## src/pkg/bmc_pkg.sv

```systemverilog
package bmc_pkg;
   // Core clock rate, used to turn times into cycle counts.
   localparam int CLOCK_MHZ = 200;

   // Register offsets.
   localparam logic [7:0] REG_STATUS = 8'h00;
   localparam logic [7:0] REG_PROFILE_HIGH = 8'h07;
   localparam logic [7:0] REG_MODE_COMMAND = 8'h08;
   localparam logic [7:0] REG_SETUP_ONE = 8'h09;
   localparam logic [7:0] REG_SETUP_TWO = 8'h0a;
   localparam logic [7:0] REG_SETUP_THREE = 8'h0b;

   // Field positions.
   localparam int CMD_ON_DEMAND = 0;
   localparam int CMD_CONTINUOUS = 1;
   localparam int CMD_FORCE_DRIVE = 2;
   localparam int CMD_OPT_CLEAR = 3;
   localparam int SETUP_AUTO_MODE = 7;
   localparam int STATUS_READY = 0;

   // Reset values; the command reset selects optimizer profile 1.
   localparam logic [7:0] CMD_RESET = 8'h10;
   localparam logic [7:0] PROFILE_HIGH_RESET = 8'h00;
   localparam logic [7:0] SETPOINT_RESET = 8'h00;
   localparam logic [7:0] CHARGE_CURRENT_RESET = 8'h00;
   localparam logic [7:0] SETUP_THREE_AUTO_RESET = 8'h80;
   localparam logic [7:0] SETUP_THREE_PLAIN_RESET = 8'h00;

   // Bus slave addresses for the two levels of the select pin.
   localparam logic [6:0] SLAVE_ADDR_LOW = 7'h2e;
   localparam logic [6:0] SLAVE_ADDR_HIGH = 7'h2f;

   // No-load time before an auto cycle with a short trigger ends.
   localparam int NO_LOAD_TIME_US = 10;
   localparam int NO_LOAD_CYCLES = NO_LOAD_TIME_US * CLOCK_MHZ;

   // Scratch register storage depth.
   localparam int REG_DEPTH = 16;

   typedef enum {ST_STANDBY, ST_CHARGE, ST_CAP_FULL, ST_ACTIVE} bmc_state_e;
   typedef enum {I_IDLE, I_ADDR, I_WR, I_ACK, I_RD, I_RD_ACK, I_RD_NEXT} bmc_i2c_e;

   // Comparator results from the converter front end.
   typedef struct packed {
      logic capAtTarget;
      logic capBelowTarget;
      logic outputRegulating;
      logic noLoad;
   } bmc_sense_s;

   // Enables to the converter stages and the optimizer.
   typedef struct packed {
      logic chargeEnable;
      logic driveEnable;
      logic optClear;
   } bmc_drive_s;
endpackage

```

## src/rtl/bmc_top.sv

```systemverilog
module bmc_top import bmc_pkg::*; #(
   parameter bit AUTO_VARIANT = 1'b1,
   parameter int NO_LOAD_COUNT = NO_LOAD_CYCLES
) (
   input wire logic clock,
   input wire logic reset,
   input wire logic sclIn,
   input wire logic sdaIn,
   output logic sdaOut,
   output logic sdaOeN,
   input wire logic addrSelect,
   input wire logic triggerIn,
   input wire bmc_sense_s sense,
   output bmc_drive_s drive,
   output logic readyOut,
   output logic [7:0] outputSetpoint,
   output logic [7:0] chargeCurrent,
   output logic [7:0] profileHigh,
   output logic [7:0] modeCommand,
   output logic autoModeOn
);
   logic [3:0] pinMeta;
   logic [3:0] pinSync;
   bmc_sense_s senseMeta;
   bmc_sense_s senseSync;
   logic sclLast;
   logic sdaLast;
   logic trigLast;
   logic sclSync;
   logic sdaSync;
   logic adrSync;
   logic trigSync;
   logic sclRise;
   logic sclFall;
   logic startSeen;
   logic stopSeen;
   logic trigRise;
   bmc_state_e state;
   bmc_state_e next_state;
   bmc_i2c_e iState;
   logic [7:0] setupThree;
   logic [7:0] status;
   logic [7:0] readByte;
   logic [7:0] memQ;
   logic [7:0] shift;
   logic [7:0] ptr;
   logic [2:0] bitCnt;
   logic firstByte;
   logic ackPhase;
   logic readMode;
   logic loadNow;
   logic regWrite;
   logic [7:0] wAddr;
   logic [7:0] wData;
   logic [6:0] myAddr;
   logic autoCycle;
   logic autoLong;
   logic autoEnd;
   logic [15:0] nlCount;
   logic anyMode;

   // Every pin and comparator input crosses through two flops first.
   always_ff @(posedge clock) begin
      if (reset) begin
         pinMeta <= 4'hc; // Idle levels: bus lines high, select and trigger low.
         pinSync <= 4'hc; // Matching idle levels keeps a false trigger edge out.
         senseMeta <= '0;
         senseSync <= '0;
      end else begin
         pinMeta <= {sclIn, sdaIn, addrSelect, triggerIn};
         pinSync <= pinMeta;
         senseMeta <= sense;
         senseSync <= senseMeta;
      end
   end

   assign sclSync = pinSync[3];
   assign sdaSync = pinSync[2];
   assign adrSync = pinSync[1];
   assign trigSync = pinSync[0];

   // Previous samples for edge detection on the synchronised copies.
   always_ff @(posedge clock) begin
      if (reset) begin
         sclLast <= 1'b1;
         sdaLast <= 1'b1;
         trigLast <= 1'b0;
      end else begin
         sclLast <= sclSync;
         sdaLast <= sdaSync;
         trigLast <= trigSync;
      end
   end

   // Bus conditions; start and stop are data edges while the clock is high.
   assign sclRise = sclSync & ~sclLast;
   assign sclFall = ~sclSync & sclLast;
   assign startSeen = sclSync & sclLast & sdaLast & ~sdaSync;
   assign stopSeen = sclSync & sclLast & ~sdaLast & sdaSync;
   assign trigRise = trigSync & ~trigLast;
   assign myAddr = adrSync ? SLAVE_ADDR_HIGH : SLAVE_ADDR_LOW;
   assign anyMode = modeCommand[CMD_ON_DEMAND] | modeCommand[CMD_CONTINUOUS]
                  | modeCommand[CMD_FORCE_DRIVE];

   // Operating state selection; no transition needs standby first.
   always_comb begin
      next_state = state;
      if (!anyMode) begin
         next_state = ST_STANDBY;
      end else if (modeCommand[CMD_FORCE_DRIVE]) begin
         next_state = ST_ACTIVE;
      end else begin
         unique case (state)
            ST_STANDBY: next_state = ST_CHARGE;
            ST_CHARGE: begin
               if (senseSync.capAtTarget) begin
                  next_state = modeCommand[CMD_CONTINUOUS] ? ST_CAP_FULL : ST_ACTIVE;
               end
            end
            ST_CAP_FULL: begin
               if (!modeCommand[CMD_CONTINUOUS]) begin
                  next_state = ST_ACTIVE;
               end else if (senseSync.capBelowTarget) begin
                  next_state = ST_CHARGE;
               end
            end
            ST_ACTIVE: begin
               if (modeCommand[CMD_CONTINUOUS]) begin
                  next_state = ST_CHARGE;
               end
            end
         endcase
      end
   end

   // State register and the drive word; its fields share one process so the
   // struct port has a single driver.
   always_ff @(posedge clock) begin
      if (reset) begin
         state <= ST_STANDBY;
         drive.chargeEnable <= 1'b0;
         drive.driveEnable <= 1'b0;
         drive.optClear <= 1'b0;
      end else begin
         state <= next_state;
         drive.chargeEnable <= next_state == ST_CHARGE;
         drive.driveEnable <= next_state == ST_ACTIVE;
         // The clear bit is a strobe only; zero writes do nothing.
         drive.optClear <= regWrite && wAddr == REG_MODE_COMMAND && wData[CMD_OPT_CLEAR];
      end
   end

   // Ready: capacitor full in continuous idle, or output regulating while active.
   always_ff @(posedge clock) begin
      if (reset) begin
         readyOut <= 1'b0;
      end else begin
         readyOut <= next_state == ST_CAP_FULL
                  || (next_state == ST_ACTIVE && senseSync.outputRegulating);
      end
   end

   // Mode command register; a trigger set wins over any clear this cycle.
   always_ff @(posedge clock) begin
      if (reset) begin
         modeCommand <= CMD_RESET;
      end else begin
         if (regWrite && wAddr == REG_MODE_COMMAND) begin
            modeCommand <= wData & ~(8'h01 << CMD_OPT_CLEAR);
         end
         if (autoEnd) begin
            modeCommand[CMD_ON_DEMAND] <= 1'b0;
         end
         if (autoModeOn && trigRise) begin
            modeCommand[CMD_ON_DEMAND] <= 1'b1;
         end
      end
   end

   // Setup registers held in flops because the core logic reads them.
   always_ff @(posedge clock) begin
      if (reset) begin
         outputSetpoint <= SETPOINT_RESET;
         chargeCurrent <= CHARGE_CURRENT_RESET;
         profileHigh <= PROFILE_HIGH_RESET;
         setupThree <= AUTO_VARIANT ? SETUP_THREE_AUTO_RESET : SETUP_THREE_PLAIN_RESET;
      end else if (regWrite) begin
         if (wAddr == REG_SETUP_ONE) begin
            outputSetpoint <= wData;
         end
         if (wAddr == REG_PROFILE_HIGH) begin
            profileHigh <= wData;
         end
         if (wAddr == REG_SETUP_TWO) begin
            chargeCurrent <= wData;
         end
         if (wAddr == REG_SETUP_THREE) begin
            setupThree <= wData;
            setupThree[SETUP_AUTO_MODE] <= wData[SETUP_AUTO_MODE] & AUTO_VARIANT;
         end
      end
   end

   assign autoModeOn = setupThree[SETUP_AUTO_MODE];

   // Auto cycle tracking; the pulse counts as long until it falls early.
   always_ff @(posedge clock) begin
      if (reset) begin
         autoCycle <= 1'b0;
         autoLong <= 1'b0;
      end else if (autoModeOn && trigRise) begin
         autoCycle <= 1'b1;
         autoLong <= 1'b1;
      end else begin
         if (autoEnd || !modeCommand[CMD_ON_DEMAND] || !autoModeOn) begin
            autoCycle <= 1'b0;
         end
         if (!trigSync && state != ST_ACTIVE) begin
            autoLong <= 1'b0;
         end
      end
   end

   // No-load timer; it restarts whenever load current reappears.
   always_ff @(posedge clock) begin
      if (reset) begin
         nlCount <= '0;
      end else if (autoCycle && !autoLong && state == ST_ACTIVE && senseSync.noLoad) begin
         nlCount <= nlCount + 16'h0001;
      end else begin
         nlCount <= '0;
      end
   end

   assign autoEnd = autoCycle && state == ST_ACTIVE
                 && ((autoLong && !trigSync)
                 || (!autoLong && senseSync.noLoad
                 && nlCount >= 16'(NO_LOAD_COUNT - 1)));

   // Status byte; bit zero is a copy of the ready pin flop.
   assign status = {5'h00, state == ST_ACTIVE, state == ST_CHARGE, readyOut};

   // Read data selection by pointer.
   always_comb begin
      unique case (ptr)
         REG_STATUS: readByte = status;
         REG_PROFILE_HIGH: readByte = profileHigh;
         REG_MODE_COMMAND: readByte = modeCommand;
         REG_SETUP_ONE: readByte = outputSetpoint;
         REG_SETUP_TWO: readByte = chargeCurrent;
         REG_SETUP_THREE: readByte = setupThree;
         default: readByte = ptr < 8'(REG_DEPTH) ? memQ : 8'h00;
      endcase
   end

   bmc_regfile #(
      .WIDTH(8),
      .DEPTH(REG_DEPTH)
   ) scratch (
      .clock(clock),
      .reset(reset),
      .writeEnable(regWrite && wAddr < 8'(REG_DEPTH)),
      .writeAddr(wAddr[$clog2(REG_DEPTH)-1:0]),
      .writeData(wData),
      .readAddr(ptr[$clog2(REG_DEPTH)-1:0]),
      .readData(memQ)
   );

   assign loadNow = sclFall && ((iState == I_ACK && ackPhase && readMode) || iState == I_RD_NEXT);

   // Serial slave; sampling on clock rise, driving on clock fall.
   always_ff @(posedge clock) begin
      if (reset) begin
         iState <= I_IDLE;
         bitCnt <= 3'h0;
         shift <= 8'h00;
         ptr <= 8'h00;
         firstByte <= 1'b0;
         ackPhase <= 1'b0;
         readMode <= 1'b0;
         sdaOeN <= 1'b1;
         regWrite <= 1'b0;
         wAddr <= 8'h00;
         wData <= 8'h00;
      end else begin
         regWrite <= 1'b0;
         if (stopSeen) begin
            iState <= I_IDLE;
            ptr <= 8'h00;
            sdaOeN <= 1'b1;
         end else if (startSeen) begin
            // A repeated start keeps the pointer for the read that follows.
            iState <= I_ADDR;
            bitCnt <= 3'h0;
            firstByte <= 1'b1;
            ackPhase <= 1'b0;
            sdaOeN <= 1'b1;
         end else if (loadNow) begin
            shift <= readByte;
            sdaOeN <= readByte[7];
            bitCnt <= 3'h0;
            ackPhase <= 1'b0;
            iState <= I_RD;
         end else if (sclRise) begin
            unique case (iState)
               I_ADDR, I_WR: begin
                  shift <= {shift[6:0], sdaSync};
                  bitCnt <= bitCnt + 3'h1;
                  if (bitCnt == 3'h7 && iState == I_ADDR) begin
                     iState <= shift[6:0] == myAddr ? I_ACK : I_IDLE;
                     readMode <= sdaSync;
                  end else if (bitCnt == 3'h7) begin
                     iState <= I_ACK;
                     readMode <= 1'b0;
                     firstByte <= 1'b0;
                     if (firstByte) begin
                        ptr <= {shift[6:0], sdaSync};
                     end else begin
                        regWrite <= 1'b1;
                        wAddr <= ptr;
                        wData <= {shift[6:0], sdaSync};
                        ptr <= ptr + 8'h01;
                     end
                  end
               end
               I_RD_ACK: begin
                  ptr <= ptr + 8'h01;
                  iState <= sdaSync ? I_IDLE : I_RD_NEXT;
               end
               I_IDLE, I_ACK, I_RD, I_RD_NEXT: ;
            endcase
         end else if (sclFall) begin
            unique case (iState)
               I_ACK: begin
                  if (!ackPhase) begin
                     sdaOeN <= 1'b0;
                     ackPhase <= 1'b1;
                  end else begin
                     sdaOeN <= 1'b1;
                     ackPhase <= 1'b0;
                     bitCnt <= 3'h0;
                     iState <= I_WR;
                  end
               end
               I_RD: begin
                  if (bitCnt == 3'h7) begin
                     sdaOeN <= 1'b1;
                     iState <= I_RD_ACK;
                  end else begin
                     bitCnt <= bitCnt + 3'h1;
                     shift <= {shift[6:0], 1'b0};
                     sdaOeN <= shift[6];
                  end
               end
               I_IDLE, I_ADDR, I_WR, I_RD_ACK, I_RD_NEXT: ;
            endcase
         end
      end
   end

   // The pin is open drain; only the enable ever moves.
   always_ff @(posedge clock) begin
      sdaOut <= 1'b0;
   end
endmodule

```

## src/rtl/bmc_regfile.sv

```systemverilog
module bmc_regfile #(
   parameter int WIDTH = 8,
   parameter int DEPTH = 16
) (
   input wire logic clock,
   input wire logic reset,
   input wire logic writeEnable,
   input wire logic [$clog2(DEPTH)-1:0] writeAddr,
   input wire logic [WIDTH-1:0] writeData,
   input wire logic [$clog2(DEPTH)-1:0] readAddr,
   output logic [WIDTH-1:0] readData
);
   logic [WIDTH-1:0] store [DEPTH];

   // Storage array; no reset so it maps onto plain memory cells.
   always_ff @(posedge clock) begin
      if (writeEnable) begin
         store[writeAddr] <= writeData;
      end
   end

   // Registered read port.
   always_ff @(posedge clock) begin
      if (reset) begin
         readData <= '0;
      end else begin
         readData <= store[readAddr];
      end
   end
endmodule

```

## config.mk

```make
export PLATFORM = sky130hd
export DESIGN_NAME = bmc_top
export DESIGN_NICKNAME = d
export VERILOG_FILES = /design/src/pkg/bmc_pkg.sv /design/src/rtl/bmc_top.sv /design/src/rtl/bmc_regfile.sv
export SDC_FILE = /design/constraint.sdc
export NUM_CORES = 1
export LEC_CHECK = 0
export BUFFER_PORTS_ARGS = -buffer_cell sky130_fd_sc_hd__clkbuf_2
export CAP_MARGIN = 20
export CORE_MARGIN = 2
export CORE_UTILIZATION = 61
export DETAILED_ROUTE_END_ITERATION = 10
export PLACE_DENSITY = 0.84
export SKIP_CTS_REPAIR_TIMING = 1
export SLEW_MARGIN = 20
export SYNTH_ARGS = -nofsm -noshare
export SYNTH_HDL_FRONTEND = slang
export SYNTH_HIERARCHICAL = 1
export SYNTH_SLANG_ARGS = --single-unit
```

## constraint.sdc

```tcl
create_clock -name clock -period 2.8 [get_ports clock]
set_clock_uncertainty 0.2 [all_clocks]
set_input_delay 0.14 -clock clock [delete_from_list [all_inputs] [get_ports clock]]
set_output_delay 0.14 -clock clock [all_outputs]
set_load 0.1 [all_outputs]
```

# Yosys cells after proc, flatten, opt, wreduce, memory -nomap -nowiden

Memories as Yosys holds them, arrays and structs flattened. A register that Yosys moved wholly into a read port is not among the register bits.
Cells that the tools add are included.
W data, S select, Z words.

Register bits after elaboration: 183
RAM bits: 128
Output and inout port bits: 39
Logic and storage cells: 261
Memories kept: 1

Add/subtract/negate cells: 3
Order comparisons: 3
Equal/unequal tests: 51
Muxes and demuxes: 70
Bitwise gates (word level): 24
Reduce and logical (&&, ||, !) cells: 69

Memory list:

| memory        | depth | bits a word | read ports | clocked after Yosys merged registers in | wr ports | line              | RTL |
|---|---|---|---|---|---|---|---|
| scratch.store | 16    | 8           | 1          | 1                                       | 1        | bmc_regfile.sv:13 | `logic [WIDTH-1:0] store [DEPTH];` |

Operators by type and width:

| cell                    | number |
|---|---|
| $mux W32                | 12 |
| $eq A32 B2 Y1 const B   | 7 |
| $eq A32 B3 Y1 const B   | 6 |
| $pmux W32 S2            | 2 |
| $pmux W32 S4            | 1 |
| $eq A32 B1 Y1 const B   | 2 |
| $eq A8 B4 Y1 const B    | 8 |
| $pmux W8 S6             | 1 |
| $reduce_and A6 Y1       | 8 |
| $mux W7                 | 6 |
| $eq A32 B4 Y1 const B   | 1 |
| $logic_not A32 Y1       | 1 |
| $mux W8                 | 4 |
| $ne A32 B3 Y1 const B   | 1 |
| $mux W1                 | 31 |
| $mux W3                 | 9 |
| $reduce_bool A3 Y1      | 7 |
| $ne A5 B5 Y1 const B    | 4 |
| $logic_and A1 B1 Y1     | 18 |
| $reduce_bool A2 Y1      | 9 |
| $add A16 B1 Y16 const B | 1 |
| $eq A8 B3 Y1 const B    | 2 |
| $ge A16 B11 Y1 const B  | 1 |
| $lt A8 B5 Y1 const B    | 2 |
| 32 further kinds        | 76 |

# Longest topological paths before layout

Gate-level depths: netlist of the first run.

Word-level depth: 9
Gate-level depth with buffers: 9

# By module

Netlist of the first run, hierarchy kept.

Modules (own cells, without submodules):

| module      | instances | cells an instance | area an instance (um^2) | sequential area each (um^2) |
|---|---|---|---|---|
| bmc_top     | 1         | 678               | 6437.4                  | 3083.0 |
| bmc_regfile | 1         | 259               | 5282.6                  | 4003.8 |

# Worst setup path before layout of the first run

No wires, ideal clock.

Kind: register -> register
From: register wAddr[4]
To: memory scratch.store[0][0], enable pin
Setup time: 0.383 ns
Arrival: 1.891 ns
Required time: 2.217 ns
Slack: 0.326 ns
Cell stages (with the launch flop): 6
Buffers on the path: 0
Clock period less this slack: 2.474 ns
Cell sequence: dfxtp_1 > nor4_4 > nand2_1 > inv_1 > or3b_2 > nor3_1

Longest elaborated chain between the ends: 4

Ends and longest elaborated chain:

| what                          | line              | RTL |
|---|---|---|
| start, declared               | bmc_top.sv:53     | `logic [7:0] wAddr;` |
| start signal, assigned        | bmc_top.sv:320    | `wAddr <= ptr;` |
| $lt A8 B5 Y1                  | bmc_top.sv:262    | `.writeEnable(regWrite && wAddr < 8'(REG_DEPTH)),` |
| $logic_and A1 B1 Y1           | bmc_top.sv:262    |  |
| $mux W1                       | bmc_regfile.sv:17 | `if (writeEnable) begin` |
| $mux W1 (implied by the code) | bmc_regfile.sv:18 | `store[writeAddr] <= writeData;` |
| end, declared                 | bmc_regfile.sv:13 |  |

Every way passes these cells.

# Final worst setup path of the first run

From: register bitCnt[1]
To: register ptr[0]

Longest elaborated chain between the ends: 4
Elaborated cells on any way between the ends: 5

Ends and longest elaborated chain:

| what                            | line                           | RTL |
|---|---|---|
| start, declared                 | bmc_top.sv:47                  | `logic [2:0] bitCnt;` |
| start signal, assigned          | bmc_top.sv:308                 | `bitCnt <= bitCnt + 3'h1;` |
| start signal, assigned          | bmc_top.sv:350                 | `bitCnt <= bitCnt + 3'h1;` |
| $eq A3 B3 Y1 (*)                | bmc_top.sv:309, bmc_top.sv:312 |  |
| $logic_and A1 B1 Y1             | bmc_top.sv:309                 | `if (bitCnt == 3'h7 && iState == I_ADDR) begin` |
| $ne A2 B2 Y1 (no line)          | -                              |  |
| $reduce_and A6 Y1 (no line) (*) | -                              |  |
| end signal, assigned            | bmc_top.sv:317                 | `ptr <= {shift[6:0], sdaSync};` |
| end signal, assigned            | bmc_top.sv:322                 | `ptr <= ptr + 8'h01;` |
| end signal, assigned            | bmc_top.sv:327                 | `ptr <= ptr + 8'h01;` |
| end, declared                   | bmc_top.sv:46                  | `logic [7:0] ptr;` |

Every way passes the cells marked *; elsewhere a longest branch is shown, timed or not.
A chain may end at the register's enable or synchronous reset.

==> results of run 1 <==
-- kinds of logic after synthesis --
family | count (synthesis) | synth area share
AOI/OAI and AO/OA | 159 | 0.0952
buffers and inverters | 66 | 0.0293
other | 1 | 0.000320
DFF | 290 | 0.605
muxes | 96 | 0.110
and+or+nand+nor | 296 | 0.135
xor gates and xnor gates | 17 | 0.0127
adders and majority gates | 12 | 0.0128
-- cell type report --
cell class	instances	share of cell area
multi-input cells	612	0.330
repair buffers	96	0.0469
well taps	234	0.0219
clock buffers	35	0.0558
flip-flops and latches	290	0.530
inverters	17	0.00477
clock inverters	17	0.0113
-- flip-flops by register name (all words and copies together) (netlist names), 4 cells and up --
name	flops
chargeCurrent	8
modeCommand	7
nlCount	16
outputSetpoint	8
pinMeta	4
pinSync	4
profileHigh	8
ptr	8
scratch/readData	8
scratch/store	128
senseMeta	4
senseSync	4
setupThree	8
shift	7
state	32
wAddr	8
wData	8
-- placed cells by master (no fill, tap or decap), types with 6 or more instances in the layout --
master and n:
sky130_fd_sc_hd__and3_1 7, sky130_fd_sc_hd__conb_1 32, sky130_fd_sc_hd__inv_1 16, sky130_fd_sc_hd__nor2b_1 21
sky130_fd_sc_hd__a221o_1 6, sky130_fd_sc_hd__clkinv_1 6, sky130_fd_sc_hd__a21oi_1 32, sky130_fd_sc_hd__edfxtp_1 128
sky130_fd_sc_hd__mux2i_1 74, sky130_fd_sc_hd__o21ai_0 34, sky130_fd_sc_hd__clkbuf_2 45, sky130_fd_sc_hd__buf_4 41
sky130_fd_sc_hd__nand3b_1 9, sky130_fd_sc_hd__o21ai_1 7, sky130_fd_sc_hd__a21o_1 7, sky130_fd_sc_hd__mux4_2 7
sky130_fd_sc_hd__dfxtp_1 161, sky130_fd_sc_hd__a22oi_1 15, sky130_fd_sc_hd__nand4_1 6, sky130_fd_sc_hd__nor2_1 101
sky130_fd_sc_hd__nor3_1 17, sky130_fd_sc_hd__nor4_1 12, sky130_fd_sc_hd__a221oi_1 9, sky130_fd_sc_hd__or2_2 9
sky130_fd_sc_hd__xnor2_1 14, sky130_fd_sc_hd__nand2_1 51, sky130_fd_sc_hd__mux4_1 15, sky130_fd_sc_hd__nand3_1 18
sky130_fd_sc_hd__ha_1 12, sky130_fd_sc_hd__dlygate4sd3_1 9, sky130_fd_sc_hd__clkbuf_16 28, sky130_fd_sc_hd__nand2b_1 7
-- synth_stat cells, drive strengths merged, types with 3 or more instances --
master   count
or4          4
nor4        14
a22o         3
and3         7
ha          12
xor2         3
o2bb2ai      5
inv         16
a21o         7
edfxtp     128
a31oi        4
nor2b       21
dfxtp      162
mux2i       74
nand4        6
nor2       101
nand3       19
a21oi       33
clkbuf      20
and2         3
nand4b       4
nor4b        5
a22oi       15
or2         10
a221oi      11
o31ai        3
buf         29
nand2       52
o21ai       41
nand3b       9
nand2b       8
nor3        19
mux4        22
a32o         5
a221o        6
nor3b        5
xnor2       14
a211oi       5
-- metrics by stage --
step	hold slack (ps)	setup WS (ps)	utilization	std cells	cell area, um2
finish	145	344	0.713	1301	13400
global route	166	173	0.713	1301	13400
CTS	-417	356	0.708	1292	13300
detailed placement	124	379	0.660	1240	12400
global placement	124	453	0.660	1240	12400
floorplan	43.8	326	-	968	11800
-- path summary, 6_finish.rpt --
kind / startpoint / end / slack, ps / cells past startpoint
worst max-delay path: bitCnt[1] / ptr[0] / 340 / 7
worst min-delay path: sclIn / pinMeta[3] / 140 / 3
worst max register to register: bitCnt[1] / ptr[0] / 340 / 7
worst min register to register: pinMeta[3] / pinSync[3] / 220 / 1
-- worst max-delay path, cell delays in order (launching register included) --
cell,delay (ps)
sky130_fd_sc_hd__dfxtp_1,340
sky130_fd_sc_hd__ha_1,190
sky130_fd_sc_hd__ha_1,290
sky130_fd_sc_hd__nand4bb_1,190
sky130_fd_sc_hd__a21oi_1,230
sky130_fd_sc_hd__and3_1,390
sky130_fd_sc_hd__o21ai_0,170
sky130_fd_sc_hd__a221oi_1,360
-- power groups by stage --
stage	Combinational (mW)	Clock [mW]	Sequential (mW)
floorplan	0.0983	0	4.53
global placement	0.137	0	4.53
detailed placement	0.137	0	4.53
CTS	0.138	3.68	4.44
global route	0.165	3.83	4.44
finish	0.152	3.64	4.44
-- per-layer routing --
metal,GRT usage,vias to the layer above,wire (um)
met5,0,-,0
met1,0.367,3918,11100
met2,0.470,402,13600
met4,0.0990,0,1090
met3,0.0382,79,2100
li1,-,3681,-
==> metrics.md, run 1 <==
| Metric | Value |
|---|---|
| Area used by multi-input combinational logic | 4410 um2 |
| RSZ-0062 raised after global routing | false |
| Proportion of power drawn by flip-flops and latches | 0.540 |
| Clock Sinks | just under 300 |
| Synthesis-stage register bit count | 290 |
| Avg WL per Cell | around 21 um |
| Die width | between 100 and 150 um |
| Clock Tree Root | sky130_fd_sc_hd__clkbuf_16 |
| Number of global-route vias before repair | roughly 8000 |
| Share of total power in combinational logic | 0.019 |
| Number of fill cells | ~1300 |
| Final period utilization | 0.877 |
| Layout area overhead | 14.2% |
| Clock tree from TritonCTS | done |
| Router iterations before antenna repair | 6 |
| YS warnings | 6 |
| Cts bufs inserted | 28 |
| Wire length of the first global-routing pass | ~43000 um |
| Count of final setup violators | 0 |
| Share of cells above drive strength 1 | 0.157 |
| Largest net degree at the start of global routing | 51 |
| Placement Rows | 50 |
| Largest area contributor in the netlist | sky130_fd_sc_hd__edfxtp_1 |
| Initial Util | 0.624 |
| Required @ worst endpoint | approximately 3000 ps |
| Mapped Area | roughly 12000 um2 |
| Predominant post-synthesis flop cell | sky130_fd_sc_hd__dfxtp_1 |
| Overall fraction of global-route tracks in use | 0.277 |
| Startpoint Class | register |
| DRC violations left | 0 |
| Maximum clock path buffer count | 3 |
| Initial antenna violation count | 0 |
| Starting DRT DRC Count | 850 |
| Worst ir drop on vdd | between 0.5 and 0.6 mV |
| Power share of the clock group | 0.442 |
| Net count, final | 1067 |
| Worst slew margin relative to its limit | 0.210 |
| Full die area | just over 20000 um2 |
| Power dissipated by switching net loads | roughly 1.7 mW |
| Clock edge transition at the registers on the reported setup and hold paths | approximately 70 ps |
| Total inserted antenna cells | 0 |
| Final hold viol count | 0 |
| Vert. Die Dim | 143 um |
| Fraction of post-synthesis cell area in the top cell type by area | 0.328 |
| GR Overflow Total | 0 |
| Switching Fraction | 0.204 |
| Achievable frequency | between 400 and 500 MHz |
| Global placement routability congestion | 0.938 |
| Final sum of negative setup slack | 0 ps |
| Power Internal | 6.55 mW |
| HPWL Detailed | 18200 um |
| H-tree depth reported by CTS | 1 |
| Netlist cell types | slightly above 80 |
| Total length of routed wires | between 20000 and 30000 um |
| Crit path time final | ~2500 ps |
| Largest fanout of any net on the critical path | 9 |
| Number of top-level design ports | approximately 50 |
| Status | completed |
| Critical path start-end classification | register to register |
| Via total after detailed routing | slightly above 8000 |
| Async set-reset flop share out of synthesis | 0 |
| Number of nets with antenna violations after routing | 0 |
| Number of maximum-capacitance constraint violations | 0 |
| Vias per std cell | between 6 and 7 |
| Total power | 8.23 mW |
| Classification of the worst-slack hold path | primary input to register |
| Crit. End Element | register |
| Core area | around 19000 um2 |
| Sequential cell area in the final layout | approximately 7000 um2 |
| Static leakage power | roughly 4.8 nW |
| Final max-slew violation count | 0 |
| Clock Latency Late Sink | around 550 ps |
| Syn avg cell area | roughly 13 um2 |
| Ratio of total power to cell area | 615 nW/um2 |
| Number of enable-type register cells in the synthesized netlist | roughly 130 |
| Total of buffers placed on input and output ports | 46 |
| Transition time of the tightest slew-check pin | 1180 ps |
| Signal arrival time at the worst endpoint | between 2000 and 3000 ps |
| Ranking of synthesized cells by area | sky130_fd_sc_hd__edfxtp_1 33%, sky130_fd_sc_hd__dfxtp_1 28%, sky130_fd_sc_hd__mux2i_1 6.3%, sky130_fd_sc_hd__mux4_1 3.4%, sky130_fd_sc_hd__nor2_1 3.2% |
| Sequential element share of the synthesized area | 0.605 |
| Count of mapped cells out of synthesis | approximately 940 |
Power figures use the tool's default switching activity.
==> inputs of run 2 (changes only) <==
--- a/config.mk
+++ b/config.mk
@@ -8,9 +8,9 @@
 export BUFFER_PORTS_ARGS = -buffer_cell sky130_fd_sc_hd__clkbuf_2
 export CAP_MARGIN = 20
 export CORE_MARGIN = 2
-export CORE_UTILIZATION = 61
+export CORE_UTILIZATION = 40
 export DETAILED_ROUTE_END_ITERATION = 10
-export PLACE_DENSITY = 0.84
+export PLACE_DENSITY = 0.61
 export SKIP_CTS_REPAIR_TIMING = 1
 export SLEW_MARGIN = 20
 export SYNTH_ARGS = -nofsm -noshare
==> run 2 against run 1 <==
Against the previous run: clock power is 5% higher; sequential power hardly changed; maximum frequency is 2.6% higher; via count is 4.4% lower.
==> metrics.md, run 2 (synthesis results as in run 1) <==
| Metric | Value |
|---|---|
| Die width | 175 um (+23%) |
| Cts bufs inserted | 29 (+3.6%) |
| HPWL Detailed | 18200 um (-0.14%) |
| GR Overflow Total | 0 (unchanged) |
| Most frequent standard cell in the layout excluding fill and tap cells | sky130_fd_sc_hd__dfxtp_1 |
| Worst slew margin relative to its limit | 0.320 (+0.110) |
| Number of nets with antenna violations after routing | 0 (unchanged) |
| Maximum clock path buffer count | 3 (unchanged) |
| Global placement routability congestion | 0.888 (-5.4%) |
| Net count, final | 1073 (+0.56%) |
| Register ranked first by flip-flop count | scratch/store |
| Total length of routed wires | 27100 um (-2.8%) |
| Share of cells above drive strength 1 | 0.162 (+0.00580) |
| Initial Util | 0.407 (-0.217) |
| Ratio of total power to cell area | 615 nW/um2 (about the same) |
| Clock Latency Late Sink | 540 ps (about the same) |
| Number of maximum-capacitance constraint violations | 0 (unchanged) |
| Clock Sinks | 290 (unchanged) |
| Achievable frequency | 418 MHz (+2.6%) |
| Largest fanout of any net on the critical path | 11 (+2) |
| Initial antenna violation count | 0 (unchanged) |
| Status | completed |
| Wire length of the first global-routing pass | 42300 um (-2.3%) |
| Placement Rows | 62 (+24%) |
| Total inserted antenna cells | 0 (unchanged) |
| Reg-to-reg setup timing slack | 410 ps (+60 ps) |
| Worst ir drop on vdd | 0.491 mV (-3.3%) |
| Layout area overhead | 16.7% |
| Overall fraction of global-route tracks in use | 0.177 (-0.0995) |
| Starting DRT DRC Count | 577 (-32%) |
| Largest net degree at the start of global routing | 47 (-7.8%) |
| Crit. End Element | register |
| Critical path start-end classification | register to register |
| Startpoint Class | register |
| Number of top-level design ports | 49 (unchanged) |
| Final core utilization | 0.475 (-0.238) |
| Clock edge transition at the registers on the reported setup and hold paths | 60 ps (about the same) |
| Final sum of negative setup slack | 0 ps (unchanged) |
| Number of global-route vias before repair | 7349 (-6.1%) |
| Total of buffers placed on input and output ports | 46 (unchanged) |
| Leading cell types in the layout, fill and taps excluded | 161 x sky130_fd_sc_hd__dfxtp_1, 128 x sky130_fd_sc_hd__edfxtp_1, 101 x sky130_fd_sc_hd__nor2_1 |
| RSZ-0062 raised after global routing | false |
| Router iterations before antenna repair | 5 (-1) |
| Static leakage power | 4.90 nW (+1.4%) |
| Clock Tree Root | sky130_fd_sc_hd__clkbuf_16 |
| Transition time of the tightest slew-check pin | 1020 ps (-164 ps) |
| Non-filler instance count after layout | 1456 (+12%) |
| Post-placement cell count | 1395 (+13%) |
| Final max-slew violation count | 0 (unchanged) |
| Classification of the worst-slack hold path | primary input to register |
| Max reg flops | 128 (unchanged) |
| Avg WL per Cell | 18.6 um (-13%) |
| H-tree depth reported by CTS | 1 (unchanged) |
| Leading registers by flop count | scratch/store: 128 flops, state: 32 flops, nlCount: 16 flops |
| Count of final setup violators | 0 (unchanged) |
| Final hold viol count | 0 (unchanged) |
| Vert. Die Dim | 175 um (+23%) |
| Final period utilization | 0.855 (-0.0221) |
| Crit path time final | 2390 ps (-62.0 ps) |
| Signal arrival time at the worst endpoint | 2640 ps (-50 ps) |
| Via total after detailed routing | 7724 (-4.4%) |
| DRC violations left | 0 (unchanged) |
| Vias per std cell | 5.30 (-15%) |
| Number of fill cells | 2580 (+110%) |
| Clock tree from TritonCTS | done |
| Required @ worst endpoint | 3040 ps (about the same) |
| Full die area | 30700 um2 (+51%) |
| Core area | 28800 um2 (+53%) |
## run 2: critical path: stages (launching register included)
cell,delay [ps]
sky130_fd_sc_hd__dfxtp_2,360
sky130_fd_sc_hd__inv_1,120
sky130_fd_sc_hd__ha_1,380
sky130_fd_sc_hd__nor4_1,110
sky130_fd_sc_hd__nor3_1,410
sky130_fd_sc_hd__nor3_4,110
sky130_fd_sc_hd__a221o_1,370
sky130_fd_sc_hd__a32o_1,250
## run 2: per-stage QoR
stage	worst slack, ps	power, mW	area [um2]	hold slack (ps)
floorplan	326	4.63	11800	43.8
global placement	427	4.67	12600	123
detailed placement	413	4.67	12600	126
CTS	391	8.46	13600	-442
global route	205	8.66	13700	133
finish	406	8.40	13700	139
## run 2: final timing paths
path | startpoint | depth (start not counted) | end
max | ptr[0] | 7 | shift[3]
min | sdaIn | 3 | pinMeta[2]
max reg2reg | ptr[0] | 7 | shift[3]
min reg2reg | pinMeta[2] | 1 | pinSync[2]
## run 2: report_power, final
part / total (mW) / leakage (nW) / internal [mW] / switching (mW)
Combinational: 0.149 / 1.93 / 0.0488 / 0.100
Sequential: 4.44 / 2.51 / 4.42 / 0.0225
Clock: 3.81 / 0.460 / 2.24 / 1.57
## run 2: final cells by class
| class | count | area [um2] | share of cell area |
|---|---|---|---|
| sequential | 290 | 7090 | 0.518 |
| multi-input combinational | 612 | 4410 | 0.323 |
| tap | 384 | 480 | 0.0351 |
| clock inverter | 16 | 155 | 0.0113 |
| clock buffer | 36 | 782 | 0.0572 |
| inverter | 17 | 63.8 | 0.00467 |
| timing repair buffer | 101 | 691 | 0.0505 |
## run 2: layer usage
| layer | GRT usage | vias to the layer above | share of wire |
|---|---|---|---|
| met5 | 0 | - | 0 |
| met4 | 0.0500 | 0 | 0.026 |
| met3 | 0.0252 | 46 | 0.053 |
| met2 | 0.276 | 234 | 0.45 |
| met1 | 0.257 | 3741 | 0.47 |
| li1 | - | 3703 | - |
==> inputs of run 3 (changes only) <==
--- a/config.mk
+++ b/config.mk
@@ -5,9 +5,9 @@
 export SDC_FILE = /design/constraint.sdc
 export NUM_CORES = 1
 export LEC_CHECK = 0
+export ABC_AREA = 1
 export BUFFER_PORTS_ARGS = -buffer_cell sky130_fd_sc_hd__clkbuf_2
 export CAP_MARGIN = 20
-export CORE_MARGIN = 2
 export CORE_UTILIZATION = 40
 export DETAILED_ROUTE_END_ITERATION = 10
 export PLACE_DENSITY = 0.61
==> run 3 against run 2 <==
Against the previous run: critical path depth up 1; critical path type unchanged; clock power up 1%; die area up 4.0%.
==> metrics.md, run 3 <==
| Metric | Value |
|---|---|
| Status | completed |
| Sequential element share of the synthesized area | 0.568 (-0.0371) |
| Crit path time final | 2230 ps (-169 ps) |
| Largest fanout of any net on the critical path | 6 (-5) |
| Leading registers by flop count | scratch/store: 128 flops, state: 32 flops, nlCount: 16 flops |
| Overall fraction of global-route tracks in use | 0.193 (+0.0155) |
| Number of global-route vias before repair | 8812 (+20%) |
| Async set-reset flop share out of synthesis | 0 (unchanged) |
| Mapped Area | 12500 um2 (+6.5%) |
| Largest area contributor in the netlist | sky130_fd_sc_hd__edfxtp_1 |
| Count of final setup violators | 0 (unchanged) |
| Area after detailed placement | 13300 um2 (+5.2%) |
| Max reg flops | 128 (unchanged) |
| Vias per std cell | 4.89 (-7.9%) |
| Starting DRT DRC Count | 644 (+12%) |
| Number of enable-type register cells in the synthesized netlist | 128 (unchanged) |
| Required @ worst endpoint | 3090 ps (+50 ps) |
| Router iterations before antenna repair | 5 (unchanged) |
| Final hold viol count | 0 (unchanged) |
| Final sum of negative setup slack | 0 ps (unchanged) |
| Clock Sinks | 290 (unchanged) |
| Worst hold path endpoint | pinMeta[3] |
| Transition time of the tightest slew-check pin | 814 ps (-204 ps) |
| Netlist cell types | 49 (-40%) |
| Clock tree from TritonCTS | done |
| Ratio of total power to cell area | 590 nW/um2 (-4.1%) |
| DRC violations left | 0 (unchanged) |
| Critical path start-end classification | register to register |
| Count of cells along the worst register-to-register path | 8 (+1) |
| Initial antenna violation count | 1 (+1) |
| Net count, final | 1547 (+44%) |
| R2R Path End | shift[1] |
| Clock edge transition at the registers on the reported setup and hold paths | 60 ps (about the same) |
| Final hold slack | 127 ps (-12.2 ps) |
| Final core utilization | 0.469 (-0.00654) |
| Total power | 8.47 mW (+0.79%) |
| Full die area | 31900 um2 (+4.0%) |
| Share of cells above drive strength 1 | 0.130 (-0.0318) |
| Cell depth of the worst hold path | 3 (unchanged) |
| Worst ir drop on vdd | 0.478 mV (-2.6%) |
| RSZ-0062 raised after global routing | false |
| Clock Latency Late Sink | 560 ps (+20 ps) |
| Register ranked first by flip-flop count | scratch/store |
| Static leakage power | 5.98 nW (+22%) |
| GR Overflow Total | 0 (unchanged) |
| Die width | 179 um (+2.0%) |
| Hold wc startpoint | sclIn |
| Count of mapped cells out of synthesis | 1421 (+52%) |
| Most frequent cell after synthesis | sky130_fd_sc_hd__nand2_1 |
| Number of nets with antenna violations after routing | 0 (unchanged) |
| Crit. End Element | register |
| Fraction of post-synthesis cell area in the top cell type by area | 0.308 (-0.0201) |
| Predominant post-synthesis flop cell | sky130_fd_sc_hd__dfxtp_1 |
| Signal arrival time at the worst endpoint | 2510 ps (-130 ps) |
| Final max-slew violation count | 0 (unchanged) |
| Final design area excluding fillers | 14400 um2 (+5.1%) |
| Placement Rows | 64 (+3.2%) |
| Total of buffers placed on input and output ports | 46 (unchanged) |
| Avg WL per Cell | 15.6 um (-16%) |
| Synthesis-stage register bit count | 290 (unchanged) |
| Maximum clock path buffer count | 3 (unchanged) |
| Initial Util | 0.407 (about the same) |
| H-tree depth reported by CTS | 1 (unchanged) |
| Number of maximum-capacitance constraint violations | 0 (unchanged) |
| Largest net degree at the start of global routing | 42 (-11%) |
| Via total after detailed routing | 9502 (+23%) |
| Core area | 30700 um2 (+6.6%) |
| Final period utilization | 0.795 (-0.0603) |
| Leading cell types in the layout, fill and taps excluded | 366 x sky130_fd_sc_hd__nand2_1, 165 x sky130_fd_sc_hd__inv_1, 161 x sky130_fd_sc_hd__dfxtp_1 |
| Total length of routed wires | 30400 um (+12%) |
| Reg-to-reg setup timing slack | 570 ps (+170 ps) |
| Wire length of the first global-routing pass | 47300 um (+12%) |
| Total inserted antenna cells | 0 (unchanged) |
| YS warnings | 6 (unchanged) |
| Startpoint of the most critical register-to-register path | ptr[0] |
| Classification of the worst-slack hold path | primary input to register |
| Syn avg cell area | 8.79 um2 (-30%) |
| Layout area overhead | 15.1% |
| Number of fill cells | 2920 (+13%) |
| Number of top-level design ports | 49 (unchanged) |
| Most frequent standard cell in the layout excluding fill and tap cells | sky130_fd_sc_hd__nand2_1 |
| Top post-synthesis cells by count | 366 x sky130_fd_sc_hd__nand2_1, 165 x sky130_fd_sc_hd__inv_1, 162 x sky130_fd_sc_hd__dfxtp_1, 128 x sky130_fd_sc_hd__edfxtp_1, 125 x sky130_fd_sc_hd__nor2_1 |
| Clock Tree Root | sky130_fd_sc_hd__clkbuf_16 |
| Achievable frequency | 449 MHz (+7.6%) |
| Vert. Die Dim | 179 um (+2.0%) |
| Startpoint Class | register |
| Worst slew margin relative to its limit | 0.452 (+0.132) |
| Ranking of synthesized cells by area | sky130_fd_sc_hd__edfxtp_1 31%, sky130_fd_sc_hd__dfxtp_1 26%, sky130_fd_sc_hd__nand2_1 11%, sky130_fd_sc_hd__inv_1 5.0%, sky130_fd_sc_hd__nand3_1 4.7% |
| Global placement routability congestion | 0.924 (+4.0%) |
| HPWL Detailed | 20500 um (+13%) |
| Cts bufs inserted | 29 (unchanged) |
-- run 3: layer usage --
layer  share of wire  GRT usage  up-vias
li1                -          -     4816
met1            0.45      0.264     4370
met2            0.46      0.311      253
met3           0.061     0.0318       61
met4           0.026     0.0586        2
met5         0.00049          0        -
-- run 3: critical path: stages (launching register included) --
cell	delay, ps
sky130_fd_sc_hd__dfxtp_2	360
sky130_fd_sc_hd__inv_1	100
sky130_fd_sc_hd__ha_1	160
sky130_fd_sc_hd__inv_1	70
sky130_fd_sc_hd__nor4_1	680
sky130_fd_sc_hd__nand3_1	190
sky130_fd_sc_hd__nand3_1	190
sky130_fd_sc_hd__o21ai_1	80
sky130_fd_sc_hd__a21oi_1	120
-- run 3: kinds of logic after synthesis --
family	Yosys count	synth area share
AOI/OAI and AO/OA	186	0.0843
adders and majority gates	12	0.0120
buffers and inverters	233	0.0797
and+or+nand+nor	695	0.253
other	1	0.000300
xor gates and xnor gates	4	0.00281
DFF	290	0.568
-- run 3: how the worst max path moves through the flow --
stage | start | to | slack (ps) | cells past startpoint
2_1_floorplan | modeCommand[1] | readyOut | 750 | 7
4_1_cts | ptr[0] | shift[1] | 480 | 8
3_5_place_dp | ptr[0] | shift[1] | 510 | 8
3_3_place_gp | ptr[0] | shift[1] | 520 | 8
5_1_grt | sclLast | ptr[7] | 430 | 10
6_report | ptr[0] | shift[1] | 570 | 8
-- run 3: area by class of cell --
cell class / instances / area [um2] / share of cell area
clock inverters: 13 / 124 / 0.00862
clock buffers: 41 / 832 / 0.0579
well taps: 396 / 495 / 0.0345
repair buffers: 94 / 631 / 0.0439
inverters: 181 / 679 / 0.0473
flip-flops and latches: 290 / 7090 / 0.493
multi-input cells: 929 / 4520 / 0.315
-- run 3: report_power, final --
group / switching (mW) / total [mW] / leakage, nW / internal [mW]
clock network: 1.60 / 3.85 / 0.464 / 2.25
logic: 0.120 / 0.174 / 2.71 / 0.0532
registers: 0.0193 / 4.44 / 2.81 / 4.42
total: 1.74 / 8.47 / 5.98 / 6.73
-- run 3: metrics by stage --
step           setup slack [ps]  cells
2_1_floorplan               745   1452
3_3_place_gp                516   1879
3_5_place_dp                510   1879
4_1_cts                     478   1933
5_1_grt                     429   1944
6_report                    575   1944
